==> src/logic/timer_pwm_defs.vh <==
/*
 * Register indices, field positions, reset values and codes for the
 * timer compare/capture and control-zero register block.
 * Assumes inclusion by bare name; definitions only.
 */
`ifndef TIMER_PWM_DEFS_VH
`define TIMER_PWM_DEFS_VH

// Bus geometry
`define ADDR_W          16
`define IDX_MSB         13
`define IDX_LSB         2
`define IDX_W           12
`define ADDR_TOP        15
`define ADDR_TOP_LO     14

// Register indices, byte address is four times the index
`define IDX_CMP_HIGH    12'hf04
`define IDX_CMP_LOW     12'hf05
`define IDX_CTL_ZERO    12'hf06
`define IDX_CH_STRIDE   12'h008

// Reset values
`define RST_CMP         8'h00
`define RST_CTL         8'h00

// Control register zero fields
`define CTL_MODE_MSB    7
`define CTL_IRQ_HI      6
`define CTL_IRQ_LO      5
`define CTL_DLY_HI      3
`define CTL_DLY_LO      1
`define CTL_CAP_FLAG    0
`define CTL_WR_MASK     8'hef

// Interrupt source codes
`define IRQ_ONLY_CAP    2'b10
`define IRQ_ONLY_RLD    2'b11

// Deadband
`define DLY_NONE        3'h0
`define DLY_CNT_W       8
`define DLY_ONE         8'h01
`define DLY_ZERO        8'h00

// Responses
`define RESP_OKAY       2'b00
`define RESP_SLVERR     2'b10

`endif

==> src/logic/timer_pwm_regs.v <==
/*
 * Compare/capture value and control-zero registers of two 16-bit
 * counter/timers, with PWM toggle, deadband, interrupt source select
 * and capture flag, behind an AXI4-Lite slave.
 * Assumes the counting logic shares core_clk and supplies the count,
 * one-cycle capture and reload pulses, enable, polarity and mode bits;
 * these inputs are therefore read without synchronisers.
 * Assumes a bus master that offers write address and data together;
 * a lone address or lone data beat waits until its partner arrives.
 * Each register is one byte in bits 7:0 of an aligned word; other
 * lanes read as zero and unmapped or misaligned words answer SLVERR.
 * Capture and hardware flag updates win over a same-cycle bus write.
 * Leaving the deadband with the timer disabled still counts it down,
 * so the outputs return to the polarity level.
 */
// The AXI4-Lite register port was chosen for this implementation.
// Contract
// - Compare value is high and low byte joined
// - Match with count toggles PWM output
// - PWM level taken from output polarity
// - Capture writes count into compare bytes
// - Control registers are 8-bit read/write; here control zero bit 4 is not writable and reads as zero
// - Mode comes from both control registers
// - Deadband delay field in bits 3:1
// - Interrupt source field in bits 6:5
// - Bit 0 flags capture-caused interrupt
// - Source codes: 0x all, 10 input, 11 reload
// - Deadband code n gives 2^n cycles; here both outputs stay low 2^n + 1 cycles, and code 0 gives none
// - Flag one when last interrupt was capture
// - Bit 7 is mode select top bit
`include "timer_pwm_defs.vh"

module timer_pwm_regs (
    // Clock and reset
    input  wire                 core_clk,
    input  wire                 rst,
    // AXI4-Lite write address and data
    input  wire [31:0]          s_axi_awaddr,
    input  wire                 s_axi_awvalid,
    output reg                  s_axi_awready,
    input  wire [31:0]          s_axi_wdata,
    input  wire [3:0]           s_axi_wstrb,
    input  wire                 s_axi_wvalid,
    output reg                  s_axi_wready,
    // AXI4-Lite write response
    output reg  [1:0]           s_axi_bresp,
    output reg                  s_axi_bvalid,
    input  wire                 s_axi_bready,
    // AXI4-Lite read
    input  wire [31:0]          s_axi_araddr,
    input  wire                 s_axi_arvalid,
    output reg                  s_axi_arready,
    output reg  [31:0]          s_axi_rdata,
    output reg  [1:0]           s_axi_rresp,
    output reg                  s_axi_rvalid,
    input  wire                 s_axi_rready,
    // Counter side, two channels packed low channel first
    input  wire [31:0]          timer_count,
    input  wire [1:0]           timer_enable,
    input  wire [1:0]           capture_pulse,
    input  wire [1:0]           reload_pulse,
    input  wire [1:0]           output_polarity,
    input  wire [5:0]           mode_select_low,
    // Outputs
    output wire [7:0]           mode_select,
    output wire [1:0]           pwm_out,
    output wire [1:0]           pwm_out_n,
    output wire [1:0]           timer_irq
);

    wire                        wr_fire;
    wire                        rd_fire;
    wire                        wr_top_ok;
    wire                        rd_top_ok;
    wire [`IDX_W-1:0]           wr_idx;
    wire [`IDX_W-1:0]           rd_idx;
    wire [1:0]                  wr_hit;
    wire [1:0]                  rd_hit;
    wire [15:0]                 rd_byte;
    wire                        aw_take;
    wire                        ar_take;
    wire                        wr_mapped;
    wire                        rd_mapped;

    assign wr_fire   = s_axi_awvalid & s_axi_wvalid & s_axi_awready;
    assign rd_fire   = s_axi_arvalid & s_axi_arready;
    assign wr_idx    = s_axi_awaddr[`IDX_MSB:`IDX_LSB];
    assign rd_idx    = s_axi_araddr[`IDX_MSB:`IDX_LSB];
    assign wr_top_ok = (s_axi_awaddr[31:`ADDR_TOP_LO] == 18'h00000) && (s_axi_awaddr[1:0] == 2'h0);
    assign rd_top_ok = (s_axi_araddr[31:`ADDR_TOP_LO] == 18'h00000) && (s_axi_araddr[1:0] == 2'h0);
    assign aw_take   = s_axi_awvalid & s_axi_wvalid & ~s_axi_awready & ~s_axi_bvalid;
    assign ar_take   = s_axi_arvalid & ~s_axi_arready & ~s_axi_rvalid;
    assign wr_mapped = |wr_hit;
    assign rd_mapped = |rd_hit;

    // Write channel: address and data taken together
    always @(posedge core_clk or posedge rst) begin
        if (rst) begin
            s_axi_awready <= 1'b0;
            s_axi_wready  <= 1'b0;
            s_axi_bvalid  <= 1'b0;
            s_axi_bresp   <= `RESP_OKAY;
        end else begin
            s_axi_awready <= aw_take;
            s_axi_wready  <= aw_take;
            if (wr_fire) begin
                s_axi_bvalid <= 1'b1;
                s_axi_bresp  <= wr_mapped ? `RESP_OKAY : `RESP_SLVERR;
            end else if (s_axi_bready) begin
                s_axi_bvalid <= 1'b0;
            end
        end
    end

    // Read channel
    always @(posedge core_clk or posedge rst) begin
        if (rst) begin
            s_axi_arready <= 1'b0;
            s_axi_rvalid  <= 1'b0;
            s_axi_rdata   <= 32'h00000000;
            s_axi_rresp   <= `RESP_OKAY;
        end else begin
            s_axi_arready <= ar_take;
            if (rd_fire) begin
                s_axi_rvalid <= 1'b1;
                s_axi_rdata  <= {24'h000000, rd_byte[7:0] | rd_byte[15:8]};
                s_axi_rresp  <= rd_mapped ? `RESP_OKAY : `RESP_SLVERR;
            end else if (s_axi_rready) begin
                s_axi_rvalid <= 1'b0;
            end
        end
    end

    genvar g;
    generate
        for (g = 0; g < 2; g = g + 1) begin : chan
            reg  [7:0]              cmp_high_r;
            reg  [7:0]              cmp_low_r;
            reg  [7:0]              ctl_zero_r;
            reg                     match_d_r;
            reg                     pwm_state_r;
            reg  [`DLY_CNT_W-1:0]   dly_cnt_r;
            reg  [7:0]              rd_val;
            wire [`IDX_W-1:0]       base;
            wire [15:0]             cmp_value;
            wire [15:0]             count;
            wire                    match;
            wire                    match_rise;
            wire                    wr_high;
            wire                    wr_low;
            wire                    wr_ctl;
            wire                    wr_lane;
            wire [1:0]              irq_cfg;
            wire                    irq_cap;
            wire                    irq_rld;
            wire [2:0]              dly_code;
            wire [`DLY_CNT_W-1:0]   dly_load;
            wire                    hold_low;
            wire                    wr_sel_high;
            wire                    wr_sel_low;
            wire                    wr_sel_ctl;
            wire                    rd_sel_high;
            wire                    rd_sel_low;
            wire                    rd_sel_ctl;
            // Next values and output flops
            reg  [7:0]              ctl_zero_nxt;
            reg                     pwm_state_nxt;
            reg  [`DLY_CNT_W-1:0]   dly_cnt_nxt;
            reg                     pwm_r;
            reg                     pwm_n_r;
            reg                     irq_r;
            reg  [3:0]              mode_r;

            assign base      = (g == 0) ? {`IDX_W{1'b0}} : `IDX_CH_STRIDE;
            assign count     = timer_count[g*16 +: 16];
            assign cmp_value = {cmp_high_r, cmp_low_r};
            assign match     = (cmp_value == count);
            assign match_rise = match & ~match_d_r & timer_enable[g];
            assign wr_lane   = wr_fire & wr_top_ok & s_axi_wstrb[0];
            assign wr_sel_high = wr_top_ok & (wr_idx == `IDX_CMP_HIGH + base);
            assign wr_sel_low  = wr_top_ok & (wr_idx == `IDX_CMP_LOW + base);
            assign wr_sel_ctl  = wr_top_ok & (wr_idx == `IDX_CTL_ZERO + base);
            assign rd_sel_high = rd_top_ok & (rd_idx == `IDX_CMP_HIGH + base);
            assign rd_sel_low  = rd_top_ok & (rd_idx == `IDX_CMP_LOW + base);
            assign rd_sel_ctl  = rd_top_ok & (rd_idx == `IDX_CTL_ZERO + base);
            assign wr_high   = wr_lane & wr_sel_high;
            assign wr_low    = wr_lane & wr_sel_low;
            assign wr_ctl    = wr_lane & wr_sel_ctl;
            assign irq_cfg   = ctl_zero_r[`CTL_IRQ_HI:`CTL_IRQ_LO];
            // Source select: 0x all, 10 capture only, 11 reload/compare only
            assign irq_cap   = capture_pulse[g] & (irq_cfg != `IRQ_ONLY_RLD);
            assign irq_rld   = (reload_pulse[g] | match_rise) & (irq_cfg != `IRQ_ONLY_CAP);
            assign dly_code  = ctl_zero_r[`CTL_DLY_HI:`CTL_DLY_LO];
            assign dly_load  = (dly_code == `DLY_NONE) ? `DLY_ZERO : (`DLY_ONE << dly_code);

            assign wr_hit[g] = wr_sel_high | wr_sel_low | wr_sel_ctl;
            assign rd_hit[g] = rd_sel_high | rd_sel_low | rd_sel_ctl;
            assign rd_byte[g*8 +: 8] = rd_val;

            // Read data select
            always @* begin
                rd_val = 8'h00;
                if (rd_sel_high) begin
                    rd_val = cmp_high_r;
                end else if (rd_sel_low) begin
                    rd_val = cmp_low_r;
                end else if (rd_sel_ctl) begin
                    rd_val = ctl_zero_r;
                end
            end

            // Compare bytes, capture wins over software
            always @(posedge core_clk or posedge rst) begin
                if (rst) begin
                    cmp_high_r <= `RST_CMP;
                    cmp_low_r  <= `RST_CMP;
                end else if (capture_pulse[g]) begin
                    cmp_high_r <= count[15:8];
                    cmp_low_r  <= count[7:0];
                end else begin
                    if (wr_high) begin
                        cmp_high_r <= s_axi_wdata[7:0];
                    end
                    if (wr_low) begin
                        cmp_low_r <= s_axi_wdata[7:0];
                    end
                end
            end

            // Control zero next value, capture flag set by hardware wins
            always @* begin
                ctl_zero_nxt = ctl_zero_r;
                if (wr_ctl) begin
                    ctl_zero_nxt = s_axi_wdata[7:0] & `CTL_WR_MASK;
                end
                if (irq_cap | irq_rld) begin
                    ctl_zero_nxt[`CTL_CAP_FLAG] = irq_cap;
                end
            end

            // Control zero register
            always @(posedge core_clk or posedge rst) begin
                if (rst) begin
                    ctl_zero_r <= `RST_CTL;
                end else begin
                    ctl_zero_r <= ctl_zero_nxt;
                end
            end

            // Next PWM state and deadband count
            always @* begin
                pwm_state_nxt = pwm_state_r;
                dly_cnt_nxt   = dly_cnt_r;
                if (dly_cnt_r != `DLY_ZERO) begin
                    dly_cnt_nxt = dly_cnt_r - `DLY_ONE;
                end
                if (!timer_enable[g]) begin
                    pwm_state_nxt = output_polarity[g];
                end else if (match_rise) begin
                    pwm_state_nxt = ~pwm_state_r;
                    dly_cnt_nxt   = dly_load;
                end
            end

            // Both outputs held low while the deadband runs
            assign hold_low = (dly_cnt_r != `DLY_ZERO) | (match_rise & (dly_load != `DLY_ZERO));

            // PWM state and outputs
            always @(posedge core_clk or posedge rst) begin
                if (rst) begin
                    match_d_r   <= 1'b0;
                    pwm_state_r <= 1'b0;
                    dly_cnt_r   <= `DLY_ZERO;
                    pwm_r       <= 1'b0;
                    pwm_n_r     <= 1'b0;
                end else begin
                    match_d_r   <= match;
                    pwm_state_r <= pwm_state_nxt;
                    dly_cnt_r   <= dly_cnt_nxt;
                    if (hold_low) begin
                        pwm_r   <= 1'b0;
                        pwm_n_r <= 1'b0;
                    end else begin
                        pwm_r   <= pwm_state_r;
                        pwm_n_r <= ~pwm_state_r;
                    end
                end
            end

            // Interrupt pulse and merged mode select
            always @(posedge core_clk or posedge rst) begin
                if (rst) begin
                    irq_r  <= 1'b0;
                    mode_r <= 4'h0;
                end else begin
                    irq_r  <= irq_cap | irq_rld;
                    mode_r <= {ctl_zero_r[`CTL_MODE_MSB], mode_select_low[g*3 +: 3]};
                end
            end

            assign pwm_out[g]            = pwm_r;
            assign pwm_out_n[g]          = pwm_n_r;
            assign timer_irq[g]          = irq_r;
            assign mode_select[g*4 +: 4] = mode_r;
        end
    endgenerate

endmodule

==> config.mk <==
export PLATFORM = sky130hd
export DESIGN_NAME = timer_pwm_regs
export DESIGN_NICKNAME = d
export VERILOG_FILES = /design/src/logic/timer_pwm_regs.v
export VERILOG_INCLUDE_DIRS = /design/src /design/src/logic
export SDC_FILE = /design/constraint.sdc
export NUM_CORES = 1
export LEC_CHECK = 0
export BUFFER_PORTS_ARGS = -buffer_cell sky130_fd_sc_hd__buf_2
export CAP_MARGIN = 20
export CELL_PAD_IN_SITES_DETAIL_PLACEMENT = 0
export CELL_PAD_IN_SITES_GLOBAL_PLACEMENT = 1
export CORE_MARGIN = 4
export CORE_UTILIZATION = 38
export DETAILED_ROUTE_END_ITERATION = 6
export PLACE_DENSITY = 0.85
export SYNTH_ARGS = -nofsm -noshare
export SYNTH_HDL_FRONTEND = slang
export SYNTH_SLANG_ARGS = --single-unit
==> constraint.sdc <==
create_clock -name core_clk -period 4.3 [get_ports core_clk]
set_input_delay 0.43 -clock core_clk [delete_from_list [all_inputs] [get_ports core_clk]]
set_output_delay 0.43 -clock core_clk [all_outputs]
set_load 0.005 [all_outputs]
== Word-level counts from Yosys, hierarchy flattened ==
Cells that the tools add are included.
Word-level totals
  register bits: 96
  bits of input ports: 153
Operators by class
  add/subtract/negate cells: 2
  equality and inequality tests: 20
  shift operators: 2
  mux-type cells: 40
  bitwise logic cells: 60
  reduce and logical (&&, ||, !) cells: 22
Operators by type and width (number)
  8-bit 2-to-1 mux: 22
  12-bit equality test (second input constant): 12
  1-bit bitwise AND: 37
  18-bit logical NOT: 2
  16-bit equality test: 2
  8-bit nonzero test: 4
  1-bit 2-to-1 mux: 16
  2-bit nonzero test: 8
  1-bit by 3-bit left shift with 8-bit output (first input constant): 2
  8-bit by 1-bit subtractor with 8-bit output (second input constant): 2
  1-bit OR: 14
  2-bit != test (second input constant): 4
  1-bit inverter: 8
  8-bit OR: 1
  3-bit logical NOT: 2
  2-bit logical NOT: 2
  2-bit 2-to-1 mux: 2
  2-bit by 1-bit != test with 1-bit output (second input constant): 2
  2-bit OR reduction: 2
  1-bit logical AND: 2

== Longest topological paths before layout ==
  depth after elaboration: 7
  depth in mapped cells: 7
  depth with buffers taken out: 7

== Worst setup path before layout ==
OpenSTA, ideal clock, no wires.
  path kind: input to register
  start: input s_axi_awaddr[12]
  end: register chan[0].ctl_zero_r[0]
  library setup time: 0.124 ns
  arrival: 1.947 ns
  data required time: 4.176 ns
  slack: 2.229 ns
  cell stages on the path: 5
  path buffers: 0
  cells stage by stage: and4_1 -> nand4_1 -> nor4_4 -> mux2_2 -> a2bb2oi_2
On the way
  word-level cells in the longest chain between the ends: 4
RTL lines
  start: declaration: RTL line timer_pwm_regs.v:38  | input wire [31:0] s_axi_awaddr,
  12-bit equality test: RTL line timer_pwm_regs.v:182  | assign wr_sel_ctl = wr_top_ok & (wr_idx == `IDX_CTL_ZERO + base);
  1-bit bitwise AND: RTL line timer_pwm_regs.v:182
  1-bit bitwise AND: RTL line timer_pwm_regs.v:188  | assign wr_ctl = wr_lane & wr_sel_ctl;
  2-bit nonzero test (no line)
  end signal: assignment: RTL line timer_pwm_regs.v:244  | ctl_zero_r <= `RST_CTL;
  end signal: assignment: RTL line timer_pwm_regs.v:246  | ctl_zero_r <= ctl_zero_nxt;
  end: declaration: RTL line timer_pwm_regs.v:139  | reg [7:0] ctl_zero_r;
No other way between the ends.
A chain may end at the register's enable or synchronous reset.

== Final worst setup path ==
  start: register chan[0].cmp_low_r[2]
  end: register chan[0].dly_cnt_r[1]
On the way
  word-level cells in the longest chain between the ends: 5
RTL lines
  start: declaration: RTL line timer_pwm_regs.v:138  | reg [7:0] cmp_low_r;
  start signal: assignment: RTL line timer_pwm_regs.v:216  | cmp_low_r <= `RST_CMP;
  start signal: assignment: RTL line timer_pwm_regs.v:219  | cmp_low_r <= count[7:0];
  start signal: assignment: RTL line timer_pwm_regs.v:225  | cmp_low_r <= s_axi_wdata[7:0];
  16-bit equality test: RTL line timer_pwm_regs.v:177  | assign match = (cmp_value == count);
  net chan[0].match: RTL line timer_pwm_regs.v:147  | wire match;
  1-bit bitwise AND (2 in a row): RTL line timer_pwm_regs.v:178  | assign match_rise = match & ~match_d_r & timer_enable[g];
  8-bit 2-to-1 mux: RTL line timer_pwm_regs.v:259  | end else if (match_rise) begin
  8-bit 2-to-1 mux: RTL line timer_pwm_regs.v:257  | if (!timer_enable[g]) begin
  net chan[0].dly_cnt_nxt[1]: RTL line timer_pwm_regs.v:168  | reg [`DLY_CNT_W-1:0] dly_cnt_nxt;
  end signal: assignment: RTL line timer_pwm_regs.v:273  | dly_cnt_r <= `DLY_ZERO;
  end signal: assignment: RTL line timer_pwm_regs.v:279  | dly_cnt_r <= dly_cnt_nxt;
  end: declaration: RTL line timer_pwm_regs.v:142  | reg [`DLY_CNT_W-1:0] dly_cnt_r;
The timed path passes the listed nets, and every way through them passes these cells.

==> load_flow_metrics.sql <==
INSERT INTO impl_metrics (metric_group, metric, value, unit) VALUES
('synthesis', 'synth-edff-count', '0', ''),
('route', 'drt_pre_antenna_iters', '4', ''),
('cts', 'post_cts_resized', '0', ''),
('power_and_ir_drop', 'power.leakage', '3.181', 'nW'),
('floorplan', 'fp.dieH', '128.4', 'um'),
('floorplan', 'rows', '43', ''),
('cts', 'max-clock-path-buffers', '2', ''),
('floorplan', 'ioPinCount', '208', ''),
('route', 'drt_drc_violations_left', '0', ''),
('route', 'mean_routed_wirelength_per_cell', '17.03', 'um'),
('grt', 'use_met3', '0.04400', ''),
('placed_design', 'port_buffers', '154', ''),
('synthesis', 'seq_area_frac_synth', '0.4269', ''),
('worst_setup_path', 'critPathRequiredTime', '4.54', 'ns'),
('cells_and_area', 'drive_above_1_share', '0.3071', ''),
('sta', 'hold_viol_final', '0', ''),
('route', 'initialDrtViolationCount', '244', ''),
('worst_setup_path', 'critical_path.slowest_cell', 'and3_1', ''),
('cts', 'postCtsHoldBufs', '0', ''),
('placed_design', 'dp_hpwl', '11190', 'um'),
('grt', 'first_global_vias', '4448', ''),
('route', 'ant_nets', '0', ''),
('grt', 'initial_antenna_violation_count', '2', ''),
('outcome', 'run_status', 'finished clean', ''),
('placed_design', 'dp_cells', '838', ''),
('worst_setup_path', 'worstSetupEndpointType', 'flip-flop', ''),
('route', 'finalWirelength', '14560', 'um'),
('worst_setup_path', 'timing.rr.start', 'chan[0].cmp_low_r[2]$_DFFE_PP0P_', ''),
('synthesis', 'netlist_area', '5510', 'sq um'),
('sta', 'maxSlewHeadroom', '0.4036', ''),
('floorplan', 'fp.dieArea', '16490', 'sq um'),
('cts', 'cts_sinks', '94', ''),
('worst_setup_path', 'cp-endpoint', 'chan[0].dly_cnt_r[1]$_DFF_PP0_', ''),
('route', 'post_drt_via_cell_ratio', '5.094', ''),
('sta', 'max_slew.worst_pin.slew', '0.8879', 'ns'),
('cts', 'clk_root_buffer_cell', 'clkbuf_16', ''),
('cts', 'h_tree_lvl_count', '3', ''),
('worst_setup_path', 'critPathLaunch', 'chan[0].cmp_low_r[2]$_DFFE_PP0P_', ''),
('grt', 'total_track_usage', '0.1763', ''),
('sta', 'share_of_the_clock_period_used_by_the_worst_path', '0.5986', ''),
('synthesis', 'ys_seq_elements', '94', ''),
('cts', 'clk_latency', '0.35', 'ns'),
('cts', 'tritoncts', 'done', ''),
('cells_and_area', 'post_layout_nonfiller_instances', '855', ''),
('worst_setup_path', 'arrival', '2.81', 'ns'),
('power_and_ir_drop', 'power.density', '327.3', 'nW/um^2'),
('floorplan', 'start_util', '0.3924', ''),
('power_and_ir_drop', 'max-vdd-ir-drop', '0.2998', 'mV'),
('grt', 'gr-usage-met2', '0.3028', ''),
('cells_and_area', 'final_net_count', '826', ''),
('synthesis', 'yosysUniqueCellTypes', '52', ''),
('grt', 'grt_start_max_net_pins', '68', ''),
('sta', 'timing.final.max_slew_violations', '0', ''),
('sta', 'final.setup_skew', '0.01030', 'ns'),
('floorplan', 'core_region_area', '14040', 'sq um'),
('cts', 'clk_pin_slew_worst_paths', '0.07', 'ns'),
('synthesis', 'synthesis.area_per_instance', '10.32', 'sq um'),
('worst_setup_path', 'r2r_end', 'chan[0].dly_cnt_r[1]$_DFF_PP0_', ''),
('route', 'detailroute.via_count', '4355', ''),
('cts', 'cts_post_setup_buffers_inserted', '0', ''),
('grt', 'top_usage_layer', 'met2', ''),
('placed_design', 'globalplace.congestion', '0.8465', ''),
('synthesis', 'dominantRegCellSynth', 'dfrtp_1', ''),
('sta', 'final_period_demand_of_the_worst_path', '2.574', 'ns'),
('worst_setup_path', 'worstSetupPathType', 'flip-flop to flip-flop', ''),
('flow_run', 'max_cap_violations', '0', ''),
('grt', 'gr-usage-met1', '0.2220', ''),
('sta', 'timing.fmax', '0.3885', 'GHz'),
('sta', 'totalNegativeSetupSlack', '0', 'ns'),
('synthesis', 'synth_async_sr_flop_share', '1.000', ''),
('cts', 'cts_buffers', '9', '');
power breakdown:
group / switching (mW) / leakage, nW / internal, mW
logic: 0.163 / 1.87 / 0.150
registers: 0.0586 / 1.17 / 0.948
clock network: 0.362 / 0.141 / 0.470
total: 0.583 / 3.18 / 1.57
Yosys cell counts (5+ instances only):
master	n	area [sq um]
inv_1	24	90.09
mux2_2	14	157.7
a22o_1	7	61.31
nand2_1	60	225.2
o21ai_0	22	110.1
xor2_1	38	332.8
buf_4	33	247.7
o22ai_1	7	43.79
nand3b_1	13	97.59
nor2_1	23	86.33
nand4_1	5	31.28
o21ai_1	16	80.08
mux2i_1	55	550.5
mux4_2	8	180.2
xnor2_1	5	43.79
nor3_1	8	40.04
dfrtp_1	94	2352
nor4_1	18	112.6
clkbuf_1	14	52.55
nor4_4	6	127.6
nand3_1	7	35.03
sequential cells by signal, indices dropped and copies added (netlist names), 8 cells and up:
name,count
chan.cmp_high_r,16
chan.cmp_low_r,16
chan.ctl_zero_r,14
chan.dly_cnt_r,16
chan.mode_r,8
s_axi_rdata,8
worst min-delay path by stage:
stage | start | end | slack (ns) | cells after the start
after floorplan | chan[0].ctl_zero_r[7]$_DFFE_PP0P_ | chan[0].mode_r[3]$_DFF_PP0_ | 0.37 | 0
after global routing | mode_select_low[1] | chan[0].mode_r[1]$_DFF_PP0_ | 0.17 | 1
after detailed placement | chan[0].ctl_zero_r[7]$_DFFE_PP0P_ | chan[0].mode_r[3]$_DFF_PP0_ | 0.39 | 0
after global placement | chan[1].ctl_zero_r[7]$_DFFE_PP0P_ | chan[1].mode_r[3]$_DFF_PP0_ | 0.40 | 0
after CTS | mode_select_low[5] | chan[1].mode_r[2]$_DFF_PP0_ | 0.17 | 1
final | mode_select_low[5] | chan[1].mode_r[2]$_DFF_PP0_ | 0.18 | 1
per-layer routing:
metal / up-vias / wire (um) / share of wire
li1: 2096 / - / -
met1: 2097 / 6014 / 0.41
met2: 146 / 7405 / 0.51
met3: 14 / 941 / 0.065
met4: 2 / 193 / 0.013
met5: - / 7 / 0.00048
cell usage in the layout, fill, tap and decap left out, types with 4 or more instances in the layout:
master	count
buf_2	154
xor2_1	38
xnor2_1	5
nor3b_1	4
o21ai_1	16
o22ai_1	7
conb_1	26
nand3b_1	13
mux2_2	14
dfrtp_1	94
or4_1	4
mux2i_1	55
nand4_1	5
ha_1	4
nor2_1	23
nor3_1	8
clkbuf_16	9
o21ai_0	22
nor4_1	18
a22o_1	7
inv_1	23
nand2_1	60
nor4_4	6
nand3_1	7
mux4_2	8
final cells by class:
| class | instances | area [sq um] | area share |
|---|---|---|---|
| Clock inverter | 6 | 70.07 | 0.01066 |
| Clock buffer | 10 | 239.0 | 0.03635 |
| Antenna cell | 1 | 2.502 | 0.0003806 |
| Timing Repair Buffer | 155 | 778.2 | 0.1184 |
| Inverter | 24 | 92.59 | 0.01408 |
| Sequential cell | 94 | 2352 | 0.3578 |
| Tap cell | 180 | 225.2 | 0.03425 |
| Multi-Input combinational cell | 385 | 2815 | 0.4282 |
cell families after synthesis:
group | Yosys count | synth area share
buf+inv | 80 | 0.07925
flops | 94 | 0.4269
other cells | 1 | 0.0006805
compound gates | 71 | 0.08061
mux | 77 | 0.1612
fa+ha+maj | 4 | 0.009083
simple gates | 164 | 0.1739
xor+xnor | 43 | 0.06835
critical path: cells and delay by family (launching register included):
kind	cells	cell delay, ns
AND/OR/NAND/NOR	3	1.30
flip-flops	1	0.40
multiplexers	1	0.39
XOR/XNOR	1	0.19
buffers and inverters	1	0.18
through the flow:
step	cell area [sq um]	utilization	setup WS (ns)	hold WS (ns)	total power [mW]
final	6575	0.4682	1.726	0.1775	2.152
after detailed placement	6264	0.4460	1.656	0.3879	1.336
after CTS	6573	0.4681	1.739	0.1654	2.174
after global placement	6264	0.4460	1.726	0.3952	1.326
after floorplan	5604	-	1.421	0.3653	1.214
after global routing	6575	0.4682	1.586	0.1664	2.257
Power figures use the tool's default switching activity.
